### src/logic/rom_consts.svh
// Register offsets, field positions and reset values for the output mux block.
// Assumes inclusion by bare name from the output mux design file.
`ifndef ROM_CONSTS_SVH
`define ROM_CONSTS_SVH
`define ROM_OFF_OVERRIDE   8'h09
`define ROM_OFF_SDFORCE    8'h14
`define ROM_OFF_DIVSEL     8'h18
`define ROM_OFF_SRCSEL     8'h1E
`define ROM_OFF_RESEARCH   8'h3F
`define ROM_OVR_MUX_BIT    5
`define ROM_OVR_QCLK_BIT   4
`define ROM_OVR_DIV_BIT    2
`define ROM_SD_ON_BIT      7
`define ROM_SD_OFF_BIT     6
`define ROM_SRC_LSB        5
`define ROM_QCLK_EN_BIT    0
`define ROM_PRBS_EN_BIT    4
`define ROM_DIV_LSB        4
`define ROM_RESEARCH_BIT   7
`define ROM_RST_OVERRIDE   8'h00
`define ROM_RST_SDFORCE    8'h00
`define ROM_RST_DIVSEL     8'h00
`define ROM_RST_SRCSEL     8'hE0
`define ROM_RST_RESEARCH   8'h00
`define ROM_RST_RATIO      5'h01
`define ROM_DIV_MAX        3'h4
`define ROM_WORD_BITS      4
`endif

### src/logic/rom_pkg.sv
// Types shared by the output mux block.
// Assumes rom_consts.svh is on the include path.
package rom_pkg;
   typedef enum logic [2:0] {
      SRC_RAW    = 3'h0,
      SRC_RETIME = 3'h1,
      SRC_ICLK   = 3'h2,
      SRC_QCLK   = 3'h3,
      SRC_PRBS   = 3'h4,
      SRC_10MHZ  = 3'h5,
      SRC_BAD    = 3'h6,
      SRC_MUTE   = 3'h7
   } rom_src_t;

   typedef enum logic [2:0] {
      ST_IDLE  = 3'b001,
      ST_WAIT  = 3'b010,
      ST_APPLY = 3'b100
   } rom_sw_state_t;

   // Register read or write request
   typedef struct packed {
      logic       wr;
      logic       rd;
      logic [7:0] addr;
      logic [7:0] wdata;
   } rom_reg_req_t;

   // Status seen by the channel
   typedef struct packed {
      logic       sig_det;
      logic       cdr_lock;
      logic [2:0] auto_div;
   } rom_chan_stat_t;
endpackage : rom_pkg

### src/logic/rom_sync.sv
// Three-stage synchroniser for one asynchronous level input.
// Assumes one clock; a change counts when stages two and three agree.
`timescale 1ns/1ps
module rom_sync (
   // Clock and reset
   input  wire logic clk,
   input  wire logic reset,
   // Data
   input  wire logic d,
   output logic      q
);
   typedef struct packed {
      logic s1;
      logic s2;
      logic s3;
      logic q;
   } rom_sync_state_t;

   rom_sync_state_t state_reg;
   rom_sync_state_t state_next;

   // Shift and agree
   always_comb begin
      state_next    = state_reg;
      state_next.s1 = d;
      state_next.s2 = state_reg.s1;
      state_next.s3 = state_reg.s2;
      if (state_reg.s2 == state_reg.s3) begin
         state_next.q = state_reg.s3;
      end
   end

   // State register
   always_ff @(posedge clk) begin
      if (reset) begin
         state_reg <= '0;
      end else begin
         state_reg <= state_next;
      end
   end

   assign q = state_reg.q;
endmodule : rom_sync

### src/logic/rom_out_mux.sv
// Channel output source selection and oscillator divider override.
// Assumes a register master on the documented per-channel register port,
// with the channel already chosen; analog sources arrive as sampled levels.
// Every output leaves a flop; source changes wait for a serializer word edge.
// Detect and lock are asynchronous and pass four flops (three stages and the agreed output) before use.
//
// Notes on behaviour
// - No overrides: mute without signal or lock, retimed data once locked.
// - Source field sits in bits 7:5 at output_source_select, resets to mute.
// - Codes: 7 mute, 6 invalid, 5 10MHz, 4 PRBS, 3 Q, 2 I, 1 retimed, 0 raw.
// - PRBS source gives a sequence only while the generator is enabled.
// - Without override, the field governs only with signal but no lock.
// - With override set, the field always chooses the output; without signal detect the output still mutes.
// - Raw mode with re-search disable keeps the output from muting; this block only passes the bit out on research_disable.
// - No signal detected powers the channel down and mutes the output.
// - Bit 7 set, bit 6 clear at signal_detect_force forces signal detect on.
// - Both bits clear at signal_detect_force leaves detection to the circuit.
// - Without signal, retimed or raw selections give only noise or static level.
// - PRBS rate follows free-running oscillator, or the input when locked.
// - Internal 10 MHz clock selectable whenever override is active.
// - Locked: in-phase, quadrature and PRBS follow the input.
// - Automatic divider of 1, 2, 4, 8 or 16 in normal operation.
// - Bit 2 of override_enables takes the divider from bits 6:4 of vco_divider_select.
// - Divider codes 0 to 4 give ratios 1, 2, 4, 8, 16.
// - Override register resets to zero; writing zero clears overrides.
`timescale 1ns/1ps
`include "rom_consts.svh"
module rom_out_mux #(
   parameter int WORD_BITS = `ROM_WORD_BITS
) (
   // Clock and reset
   input  wire logic                  clk,
   input  wire logic                  reset,
   // Register port
   input  wire rom_pkg::rom_reg_req_t reg_req,
   output logic [7:0]                 reg_rdata,
   // Channel status, asynchronous
   input  wire logic                  sig_det_raw,
   input  wire logic                  cdr_lock_raw,
   input  wire logic [2:0]            auto_div,
   // Sampled sources
   input  wire logic                  raw_data,
   input  wire logic                  retimed_data,
   input  wire logic                  in_phase_oscillator_clock,
   input  wire logic                  quadrature_oscillator_clock,
   input  wire logic                  prbs_data,
   input  wire logic                  osc_10mhz,
   input  wire logic                  ser_tick,
   // Channel controls
   output logic                       ser_out,
   output logic                       out_driver_en,
   output logic                       chan_power_en,
   output logic                       prbs_enable,
   output logic                       qclk_enable,
   output logic                       research_disable,
   output logic [4:0]                 div_ratio,
   output logic [2:0]                 div_code,
   output logic [2:0]                 active_src
);
   //------------------------------------------------------------
   // State
   //------------------------------------------------------------
   typedef struct packed {
      // Registers as the master sees them
      logic [7:0]            ovr;
      logic [7:0]            sdf;
      logic [7:0]            div;
      logic [7:0]            src;
      logic [7:0]            rsr;
      // Read data, switch control and registered outputs
      logic [7:0]            rdata;
      rom_pkg::rom_sw_state_t sw;
      logic [$clog2(WORD_BITS)-1:0] bitcnt;
      logic [2:0]            cur_src;
      logic [2:0]            pend_src;
      logic [2:0]            div_eff;
      logic [4:0]            ratio;
      logic                  out;
      logic                  drv_en;
      logic                  pwr;
   } rom_state_t;

   rom_state_t state_reg;
   rom_state_t state_next;
   logic       sig_det_s;
   logic       lock_s;
   logic       sd_eff;
   logic [2:0] want_src;
   logic       src_bit;

   //------------------------------------------------------------
   // Input synchronisers
   //------------------------------------------------------------
   // One synchroniser each for detect and lock
   rom_sync u_sync_sd (
      .clk   (clk),
      .reset (reset),
      .d     (sig_det_raw),
      .q     (sig_det_s)
   );
   rom_sync u_sync_lock (
      .clk   (clk),
      .reset (reset),
      .d     (cdr_lock_raw),
      .q     (lock_s)
   );

   //------------------------------------------------------------
   // Source decision
   //------------------------------------------------------------
   always_comb begin
      // Forced detect or own circuit
      if (state_reg.sdf[`ROM_SD_ON_BIT] && !state_reg.sdf[`ROM_SD_OFF_BIT]) begin
         sd_eff = 1'b1;
      end else begin
         sd_eff = sig_det_s;
      end
      if (state_reg.ovr[`ROM_OVR_MUX_BIT]) begin
         want_src = state_reg.src[7:5];
      end else if (!sd_eff) begin
         want_src = rom_pkg::SRC_MUTE;
      end else if (lock_s) begin
         want_src = rom_pkg::SRC_RETIME;
      end else begin
         want_src = state_reg.src[7:5];
      end
      // Re-search muting lives outside; the disable bit is only passed on
   end

   // Serial bit from the active source
   always_comb begin
      case (state_reg.cur_src)
         rom_pkg::SRC_RAW:    src_bit = raw_data;
         rom_pkg::SRC_RETIME: src_bit = retimed_data;
         rom_pkg::SRC_ICLK:   src_bit = in_phase_oscillator_clock;
         rom_pkg::SRC_QCLK:   src_bit = quadrature_oscillator_clock
                                        & state_reg.ovr[`ROM_OVR_QCLK_BIT]
                                        & state_reg.src[`ROM_QCLK_EN_BIT];
         rom_pkg::SRC_PRBS:   src_bit = prbs_data
                                        & state_reg.src[`ROM_PRBS_EN_BIT];
         rom_pkg::SRC_10MHZ:  src_bit = osc_10mhz;
         default:             src_bit = 1'b0;
      endcase
   end

   //------------------------------------------------------------
   // Next state
   //------------------------------------------------------------
   always_comb begin
      state_next = state_reg;
      // Register writes
      if (reg_req.wr) begin
         case (reg_req.addr)
            `ROM_OFF_OVERRIDE: state_next.ovr = reg_req.wdata;
            `ROM_OFF_SDFORCE:  state_next.sdf = reg_req.wdata;
            `ROM_OFF_DIVSEL: begin
               if (reg_req.wdata[6:4] <= `ROM_DIV_MAX) begin
                  state_next.div = reg_req.wdata;
               end
            end
            `ROM_OFF_SRCSEL: begin
               if (reg_req.wdata[7:5] != rom_pkg::SRC_BAD) begin
                  state_next.src = reg_req.wdata;
               end
            end
            `ROM_OFF_RESEARCH: state_next.rsr = reg_req.wdata;
            default: ;
         endcase
      end
      // Register reads
      if (reg_req.rd) begin
         case (reg_req.addr)
            `ROM_OFF_OVERRIDE: state_next.rdata = state_reg.ovr;
            `ROM_OFF_SDFORCE:  state_next.rdata = state_reg.sdf;
            `ROM_OFF_DIVSEL:   state_next.rdata = state_reg.div;
            `ROM_OFF_SRCSEL:   state_next.rdata = state_reg.src;
            `ROM_OFF_RESEARCH: state_next.rdata = state_reg.rsr;
            default:           state_next.rdata = 8'h00;
         endcase
      end
      // Divider choice
      if (state_reg.ovr[`ROM_OVR_DIV_BIT]) begin
         state_next.div_eff = state_reg.div[6:4];
      end else if (auto_div <= `ROM_DIV_MAX) begin
         state_next.div_eff = auto_div;
      end
      // Ratio kept in a flop beside its code
      state_next.ratio = 5'h01 << state_next.div_eff;
      // Word counter on serializer ticks
      if (ser_tick) begin
         state_next.bitcnt = state_reg.bitcnt + 1'b1;
      end
      // Glitch-free switch at word boundary
      case (state_reg.sw)
         rom_pkg::ST_IDLE: begin
            if (want_src != state_reg.cur_src) begin
               state_next.pend_src = want_src;
               state_next.sw       = rom_pkg::ST_WAIT;
            end
         end
         rom_pkg::ST_WAIT: begin
            // Follow late changes so the latest choice is applied
            state_next.pend_src = want_src;
            if (ser_tick && state_reg.bitcnt == '1) begin
               state_next.sw = rom_pkg::ST_APPLY;
            end
         end
         rom_pkg::ST_APPLY: begin
            state_next.cur_src = state_reg.pend_src;
            state_next.sw      = rom_pkg::ST_IDLE;
         end
         default: state_next.sw = rom_pkg::ST_IDLE;
      endcase
      // Output and power
      if (ser_tick) begin
         state_next.out = src_bit;
      end
      state_next.pwr    = sd_eff;
      state_next.drv_en = sd_eff && (state_reg.cur_src != rom_pkg::SRC_MUTE);
      // Mute wins over the tick so a muted lane never toggles
      if (state_reg.cur_src == rom_pkg::SRC_MUTE || !sd_eff) begin
         state_next.out = 1'b0;
      end
   end

   //------------------------------------------------------------
   // State register
   //------------------------------------------------------------
   always_ff @(posedge clk) begin
      if (reset) begin
         // Source starts muted so nothing leaves before a decision
         state_reg          <= '0;
         state_reg.ovr      <= `ROM_RST_OVERRIDE;
         state_reg.sdf      <= `ROM_RST_SDFORCE;
         state_reg.div      <= `ROM_RST_DIVSEL;
         state_reg.src      <= `ROM_RST_SRCSEL;
         state_reg.rsr      <= `ROM_RST_RESEARCH;
         state_reg.sw       <= rom_pkg::ST_IDLE;
         state_reg.cur_src  <= rom_pkg::SRC_MUTE;
         state_reg.pend_src <= rom_pkg::SRC_MUTE;
         state_reg.ratio    <= `ROM_RST_RATIO;
      end else begin
         state_reg <= state_next;
      end
   end

   //------------------------------------------------------------
   // Outputs
   //------------------------------------------------------------
   assign reg_rdata        = state_reg.rdata;
   assign ser_out          = state_reg.out;
   assign out_driver_en    = state_reg.drv_en;
   assign chan_power_en    = state_reg.pwr;
   assign prbs_enable      = state_reg.src[`ROM_PRBS_EN_BIT];
   assign qclk_enable      = state_reg.ovr[`ROM_OVR_QCLK_BIT];
   assign research_disable = state_reg.rsr[`ROM_RESEARCH_BIT];
   assign div_code         = state_reg.div_eff;
   assign active_src       = state_reg.cur_src;
   // Divide ratio one-hot from code
   assign div_ratio        = state_reg.ratio;

   //------------------------------------------------------------
   // Checks
   //------------------------------------------------------------
   mute_no_signal_a: assert property (@(posedge clk) disable iff (reset)
      !sd_eff |=> !out_driver_en && !chan_power_en)
      else $error("Output not muted without signal");
   div_override_a: assert property (@(posedge clk) disable iff (reset)
      state_reg.ovr[`ROM_OVR_DIV_BIT] |=> div_code == $past(state_reg.div[6:4]))
      else $error("Divider override not applied");
   div_ratio_map_a: assert property (@(posedge clk) disable iff (reset)
      div_code <= 3'h4 && div_ratio == (5'h01 << div_code))
      else $error("Divider ratio mapping wrong");
   src_reset_mute_a: assert property (@(posedge clk)
      reset |=> state_reg.src[7:5] == 3'h7 && state_reg.ovr == 8'h00)
      else $error("Reset values wrong");
   src_reserved_a: assert property (@(posedge clk) disable iff (reset)
      state_reg.src[7:5] != 3'h6)
      else $error("Reserved source stored");
   lock_retime_a: assert property (@(posedge clk) disable iff (reset)
      (!state_reg.ovr[5] && sd_eff && lock_s) |-> want_src == 3'h1)
      else $error("Locked channel not retimed");
   unlocked_field_a: assert property (@(posedge clk) disable iff (reset)
      (!state_reg.ovr[5] && sd_eff && !lock_s) |-> want_src == state_reg.src[7:5])
      else $error("Unlocked field not used");
   override_field_a: assert property (@(posedge clk) disable iff (reset)
      state_reg.ovr[5] |-> want_src == state_reg.src[7:5])
      else $error("Override field not used");
   force_detect_a: assert property (@(posedge clk) disable iff (reset)
      (state_reg.sdf[7:6] == 2'b10) |=> chan_power_en)
      else $error("Forced detect not applied");
   switch_boundary_a: assert property (@(posedge clk) disable iff (reset)
      $changed(active_src) |-> $past(state_reg.sw) == rom_pkg::ST_APPLY)
      else $error("Source changed off word boundary");

   // Output path, divider and register checks
   mute_out_low_a: assert property (@(posedge clk) disable iff (reset)
      (state_reg.cur_src == rom_pkg::SRC_MUTE) |=> !ser_out)
      else $error("Muted output not low");
   mute_driver_off_a: assert property (@(posedge clk) disable iff (reset)
      (state_reg.cur_src == rom_pkg::SRC_MUTE) |=> !out_driver_en)
      else $error("Driver on while muted");
   driver_on_a: assert property (@(posedge clk) disable iff (reset)
      (sd_eff && state_reg.cur_src != rom_pkg::SRC_MUTE) |=> out_driver_en)
      else $error("Driver off for a live source");
   qclk_gate_a: assert property (@(posedge clk) disable iff (reset)
      (ser_tick && state_reg.cur_src == rom_pkg::SRC_QCLK
       && !(qclk_enable && state_reg.src[`ROM_QCLK_EN_BIT])) |=> !ser_out)
      else $error("Quadrature clock passed without enables");
   prbs_gate_a: assert property (@(posedge clk) disable iff (reset)
      (ser_tick && state_reg.cur_src == rom_pkg::SRC_PRBS && !prbs_enable) |=> !ser_out)
      else $error("PRBS passed without enable");
   retime_follow_a: assert property (@(posedge clk) disable iff (reset)
      (ser_tick && sd_eff && state_reg.cur_src == rom_pkg::SRC_RETIME)
      |=> ser_out == $past(retimed_data))
      else $error("Retimed bit not passed");
   iclk_follow_a: assert property (@(posedge clk) disable iff (reset)
      (ser_tick && sd_eff && state_reg.cur_src == rom_pkg::SRC_ICLK)
      |=> ser_out == $past(in_phase_oscillator_clock))
      else $error("In-phase clock not passed");
   osc_follow_a: assert property (@(posedge clk) disable iff (reset)
      (ser_tick && sd_eff && state_reg.cur_src == rom_pkg::SRC_10MHZ)
      |=> ser_out == $past(osc_10mhz))
      else $error("Internal clock not passed");
   div_stored_a: assert property (@(posedge clk) disable iff (reset)
      state_reg.div[6:4] <= `ROM_DIV_MAX)
      else $error("Reserved divider stored");
   auto_div_a: assert property (@(posedge clk) disable iff (reset)
      (!state_reg.ovr[`ROM_OVR_DIV_BIT] && auto_div <= `ROM_DIV_MAX) |=> div_code == $past(auto_div))
      else $error("Automatic divider not followed");
   override_clear_a: assert property (@(posedge clk) disable iff (reset)
      (reg_req.wr && reg_req.addr == `ROM_OFF_OVERRIDE && reg_req.wdata == 8'h00)
      |=> state_reg.ovr == 8'h00)
      else $error("Override register not cleared");
   own_detect_a: assert property (@(posedge clk) disable iff (reset)
      (state_reg.sdf[7:6] == 2'b00) |=> chan_power_en == $past(sig_det_s))
      else $error("Own detect not used");
   switch_apply_a: assert property (@(posedge clk) disable iff (reset)
      (state_reg.sw == rom_pkg::ST_APPLY) |=> active_src == $past(state_reg.pend_src))
      else $error("Pending source not applied");

   // Main scenarios
   prbs_cov_c: cover property (@(posedge clk) active_src == 3'h4 && prbs_enable);
   retime_cov_c: cover property (@(posedge clk) active_src == 3'h1);
   osc_cov_c: cover property (@(posedge clk) active_src == 3'h5);
   divovr_cov_c: cover property (@(posedge clk) state_reg.ovr[2] && div_code == 3'h4);
   raw_cov_c: cover property (@(posedge clk) active_src == 3'h0 && out_driver_en);
endmodule : rom_out_mux

### config.mk
export PLATFORM = sky130hd
export DESIGN_NAME = rom_out_mux
export DESIGN_NICKNAME = d
export VERILOG_FILES = /design/src/logic/rom_pkg.sv /design/src/logic/rom_sync.sv /design/src/logic/rom_out_mux.sv
export VERILOG_INCLUDE_DIRS = /design/src /design/src/logic
export SDC_FILE = /design/constraint.sdc
export NUM_CORES = 1
export LEC_CHECK = 0
export BUFFER_PORTS_ARGS = -buffer_cell sky130_fd_sc_hd__buf_4
export CAP_MARGIN = 20
export CORE_ASPECT_RATIO = 1.75
export CORE_MARGIN = 2
export CORE_UTILIZATION = 60
export CTS_CLUSTER_DIAMETER = 120
export CTS_CLUSTER_SIZE = 8
export DETAILED_ROUTE_END_ITERATION = 10
export PLACE_DENSITY = 0.92
export SLEW_MARGIN = 15
export SYNTH_ARGS = -nofsm -noshare
export SYNTH_HDL_FRONTEND = slang
export SYNTH_HIERARCHICAL = 1
export SYNTH_SLANG_ARGS = --single-unit
### constraint.sdc
create_clock -name clk -period 3.8 [get_ports clk]
set_input_delay 0.38 -clock clk [delete_from_list [all_inputs] [get_ports clk]]
set_output_delay 0.38 -clock clk [all_outputs]
set_load 0.02 [all_outputs]
==> out/metrics.cfg <==
[status]
status=complete, no violations

[synthesis]
synth_fp_nets=399
syn-cell-area_um2=3360
ys_top_cells_by_area=dfxtp_1 (47%), mux2i_1 (9.5%), nor2_1 (6.3%)
netlist_top_cells_count=dfxtp_1 (78), nor2_1 (56), mux2i_1 (32)
ys_ff_latch=78
yosysWarnings=6
post-synth-top-count-cell=dfxtp_1
synth_cell_types=45
syn_area_per_cell_um2=9.17
synth-main-ff-cell=dfxtp_1
synth_edf_count=0
netlist.area_leader.share_pct=46.5
ys_seq_area_share_pct=46.5
yosysTopAreaCell=dfxtp_1
synth_async_sr_flop_share_pct=0
syn_inst=366

[power_and_ir_drop]
swShare_pct=23.5
pwr-share-comb_pct=7.4
clock_power_share_pct=41.6
p_int_mw=1.26
p_leak_nw=1.65
ir_worst_vdd_mv=0.321
power_density_nw_per_um2=423
seqPwrFrac_pct=51.0
netSwitchingPower_uw=387

[final_layout]
antennaDiodeCount=0
fillers=411
largest_reg_flops=45
nets=430
stdcell_count=478
final_layout_size_suffix_gt1_share_pct=20.1
syn_to_final_growth_pct=15.7

[setup_path]
cp_cell_sequence=buf_4 -> nor2b_1 -> nand4_2 -> mux2i_1 -> nor2_1
worst_ep_required_time_ns=4.02
crit_type=input pin to register
crit_path_end_kind=register
reg2regPathDepth=6
cp_max_fo=12
crit_cells=5
arrival_ns=2.09
cpPeakStageDelay_ns=0.67
cp_top_family=simple AND/OR/NAND/NOR gates
critPathSlowestCell=nor2b_1
worstSetupStartpointType=input pin
worst-path-buf-inv=1

[clock_tree]
cts_made_buffers=9
cts_resized=0
cts_max_level=3
post_cts_buffers=0
tritoncts=yes
cts-hold-fix-buffers=0
clockBufferDepth=2
clkLatencyLatePin_ns=0.35
clk_pin_slew_ns=0.08
clock-root-buffer=clkbuf_8
cts.sinks=78

[detailed_routing]
via_count=2810
drc_errors=0
routed_wl_mm=7.90
ant_nets=0
vias_per_cell=5.88
wl_per_cell_um=16.5
drt_iter0_markers=190
drtPass1Iterations=5

[grt]
grt_pass1_wl_mm=12.2
grt_pass1_vias=2679
globalRoute.busiestLayer=met2
grtUsageTotal_pct=26.8
grt_max_degree=77
gr-usage-met2_pct=48.1
grtUsageMet3_pct=6.27
antenna_found_initial=0
globalRouteOverflowTotal=0
grt_use_met1_pct=26.5

[floorplanning]
core_um2=5500
rows=36
die_height_um=103
die_area_um2=6230
die_x_um=60.5
initial_core_util_pct=61.1
num_io_pins=57

[placed_design]
gp_congestion=0.874
place_hpwl_mm=5.53
dp.cells=462
io_buffers=56

[sta]
fmax_mhz=534
clock_skew_ns=0.0104
rsz0062_at_grt=no
worstMarginPinSlew_ns=0.865
maxSlewViolCount=0
final_hold_viol_count=0
finalCriticalPeriod_ns=1.87
finalSetupTns_ns=0
final.period_utilization_pct=49.3
maxSlewHeadroom_pct=42.2
setup_violations=0

[run]
cap_violations=0

[min_path]
holdPathStages=2
min_path_type=input pin to register

==> cells in the final DEF, fill, tap and decap left out, types with 3 or more instances in the layout <==
master,netlist,routed
a22oi_1,17,17
nand2_1,18,18
o221ai_1,3,3
mux2i_1,32,32
nor2b_1,21,21
nor2_1,56,56
o22ai_1,7,7
nand3_1,4,4
buf_4,19,56
nand4_1,3,3
a211o_1,3,3
o21ai_1,3,3
nand2b_1,4,4
a21oi_1,25,25
and2_1,4,4
nor3_1,8,8
dfxtp_1,78,78
o21ai_0,6,6
xnor2_1,4,4
and3_1,3,3
clkbuf_8,0,9
a211oi_1,6,6
==> worst paths after layout <==
path	startpoint	to	slack, ns
worst min register to register	u_sync_sd/state_next[2]$_SDFF_PP0_	u_sync_sd/state_next[1]$_SDFF_PP0_	0.46
worst max register to register	state_reg[61]$_SDFFE_PP0P_	state_reg[12]$_SDFFE_PP1P_	2.11
worst min-delay path	cdr_lock_raw	u_sync_lock/state_next[2]$_SDFF_PP0_	0.24
worst max-delay path	reg_req[10]	state_reg[62]$_SDFFE_PP0P_	1.93
==> metrics by stage <==
stage / power, mW / setup slack (ns) / hold slack [ns] / cell area, µm² / util, %
floorplan: 0.927 / 2.22 / 0.414 / 3360 / -
global route: 1.69 / 1.77 / 0.249 / 3880 / 70.7
CTS: 1.65 / 1.95 / 0.235 / 3880 / 70.7
detailed placement: 0.976 / 1.58 / 0.438 / 3660 / 66.7
global placement: 0.971 / 1.64 / 0.425 / 3660 / 66.7
finish: 1.64 / 1.93 / 0.237 / 3880 / 70.7
==> worst reg2reg max path, cell delays in order, from the launching register on <==
cell and delay (ns):
dfxtp_1 0.42, nand2b_4 0.09, a221oi_2 0.32, xnor2_1 0.14
o311ai_2 0.30, nand2_2 0.15, mux2i_1 0.15
==> cells by family (layout without fill, tap and decap cells) <==
family / after synthesis / count (layout) / share of synthesized area (%)
compound gates: 80 / 80 / 16.3
simple gates: 133 / 133 / 19.8
buf+inv: 38 / 74 / 6.45
flops: 78 / 78 / 46.5
fa+ha+maj: 1 / 1 / 0.373
xor+xnor: 4 / 4 / 1.04
mux: 32 / 32 / 9.54
==> layer usage <==
| metal | vias to the layer above | wire length (µm) |
|---|---|---|
| li1 | 1341 | - |
| met1 | 1340 | 2770 |
| met3 | 36 | 355 |
| met4 | 0 | 413 |
| met2 | 93 | 4350 |
| met5 | - | 0 |
==> power groups by stage <==
stage	registers, mW	logic (mW)	clock network, mW
floorplan	0.855	0.0726	0
global placement	0.856	0.116	0
detailed placement	0.857	0.119	0
CTS	0.838	0.121	0.687
global route	0.839	0.130	0.719
finish	0.838	0.121	0.683
==> cell type report <==
cell class / count / area, µm² / share of cell area, %
repair buffers: 56 / 420 / 10.8
clock inverters: 6 / 93.8 / 2.42
clock buffers: 10 / 128 / 3.29
inverters: 2 / 7.51 / 0.193
flip-flops and latches: 78 / 1560 / 40.2
multi-input cells: 250 / 1580 / 40.6
well taps: 76 / 95.1 / 2.45
No activity file was read; power rests on OpenSTA's default activity.
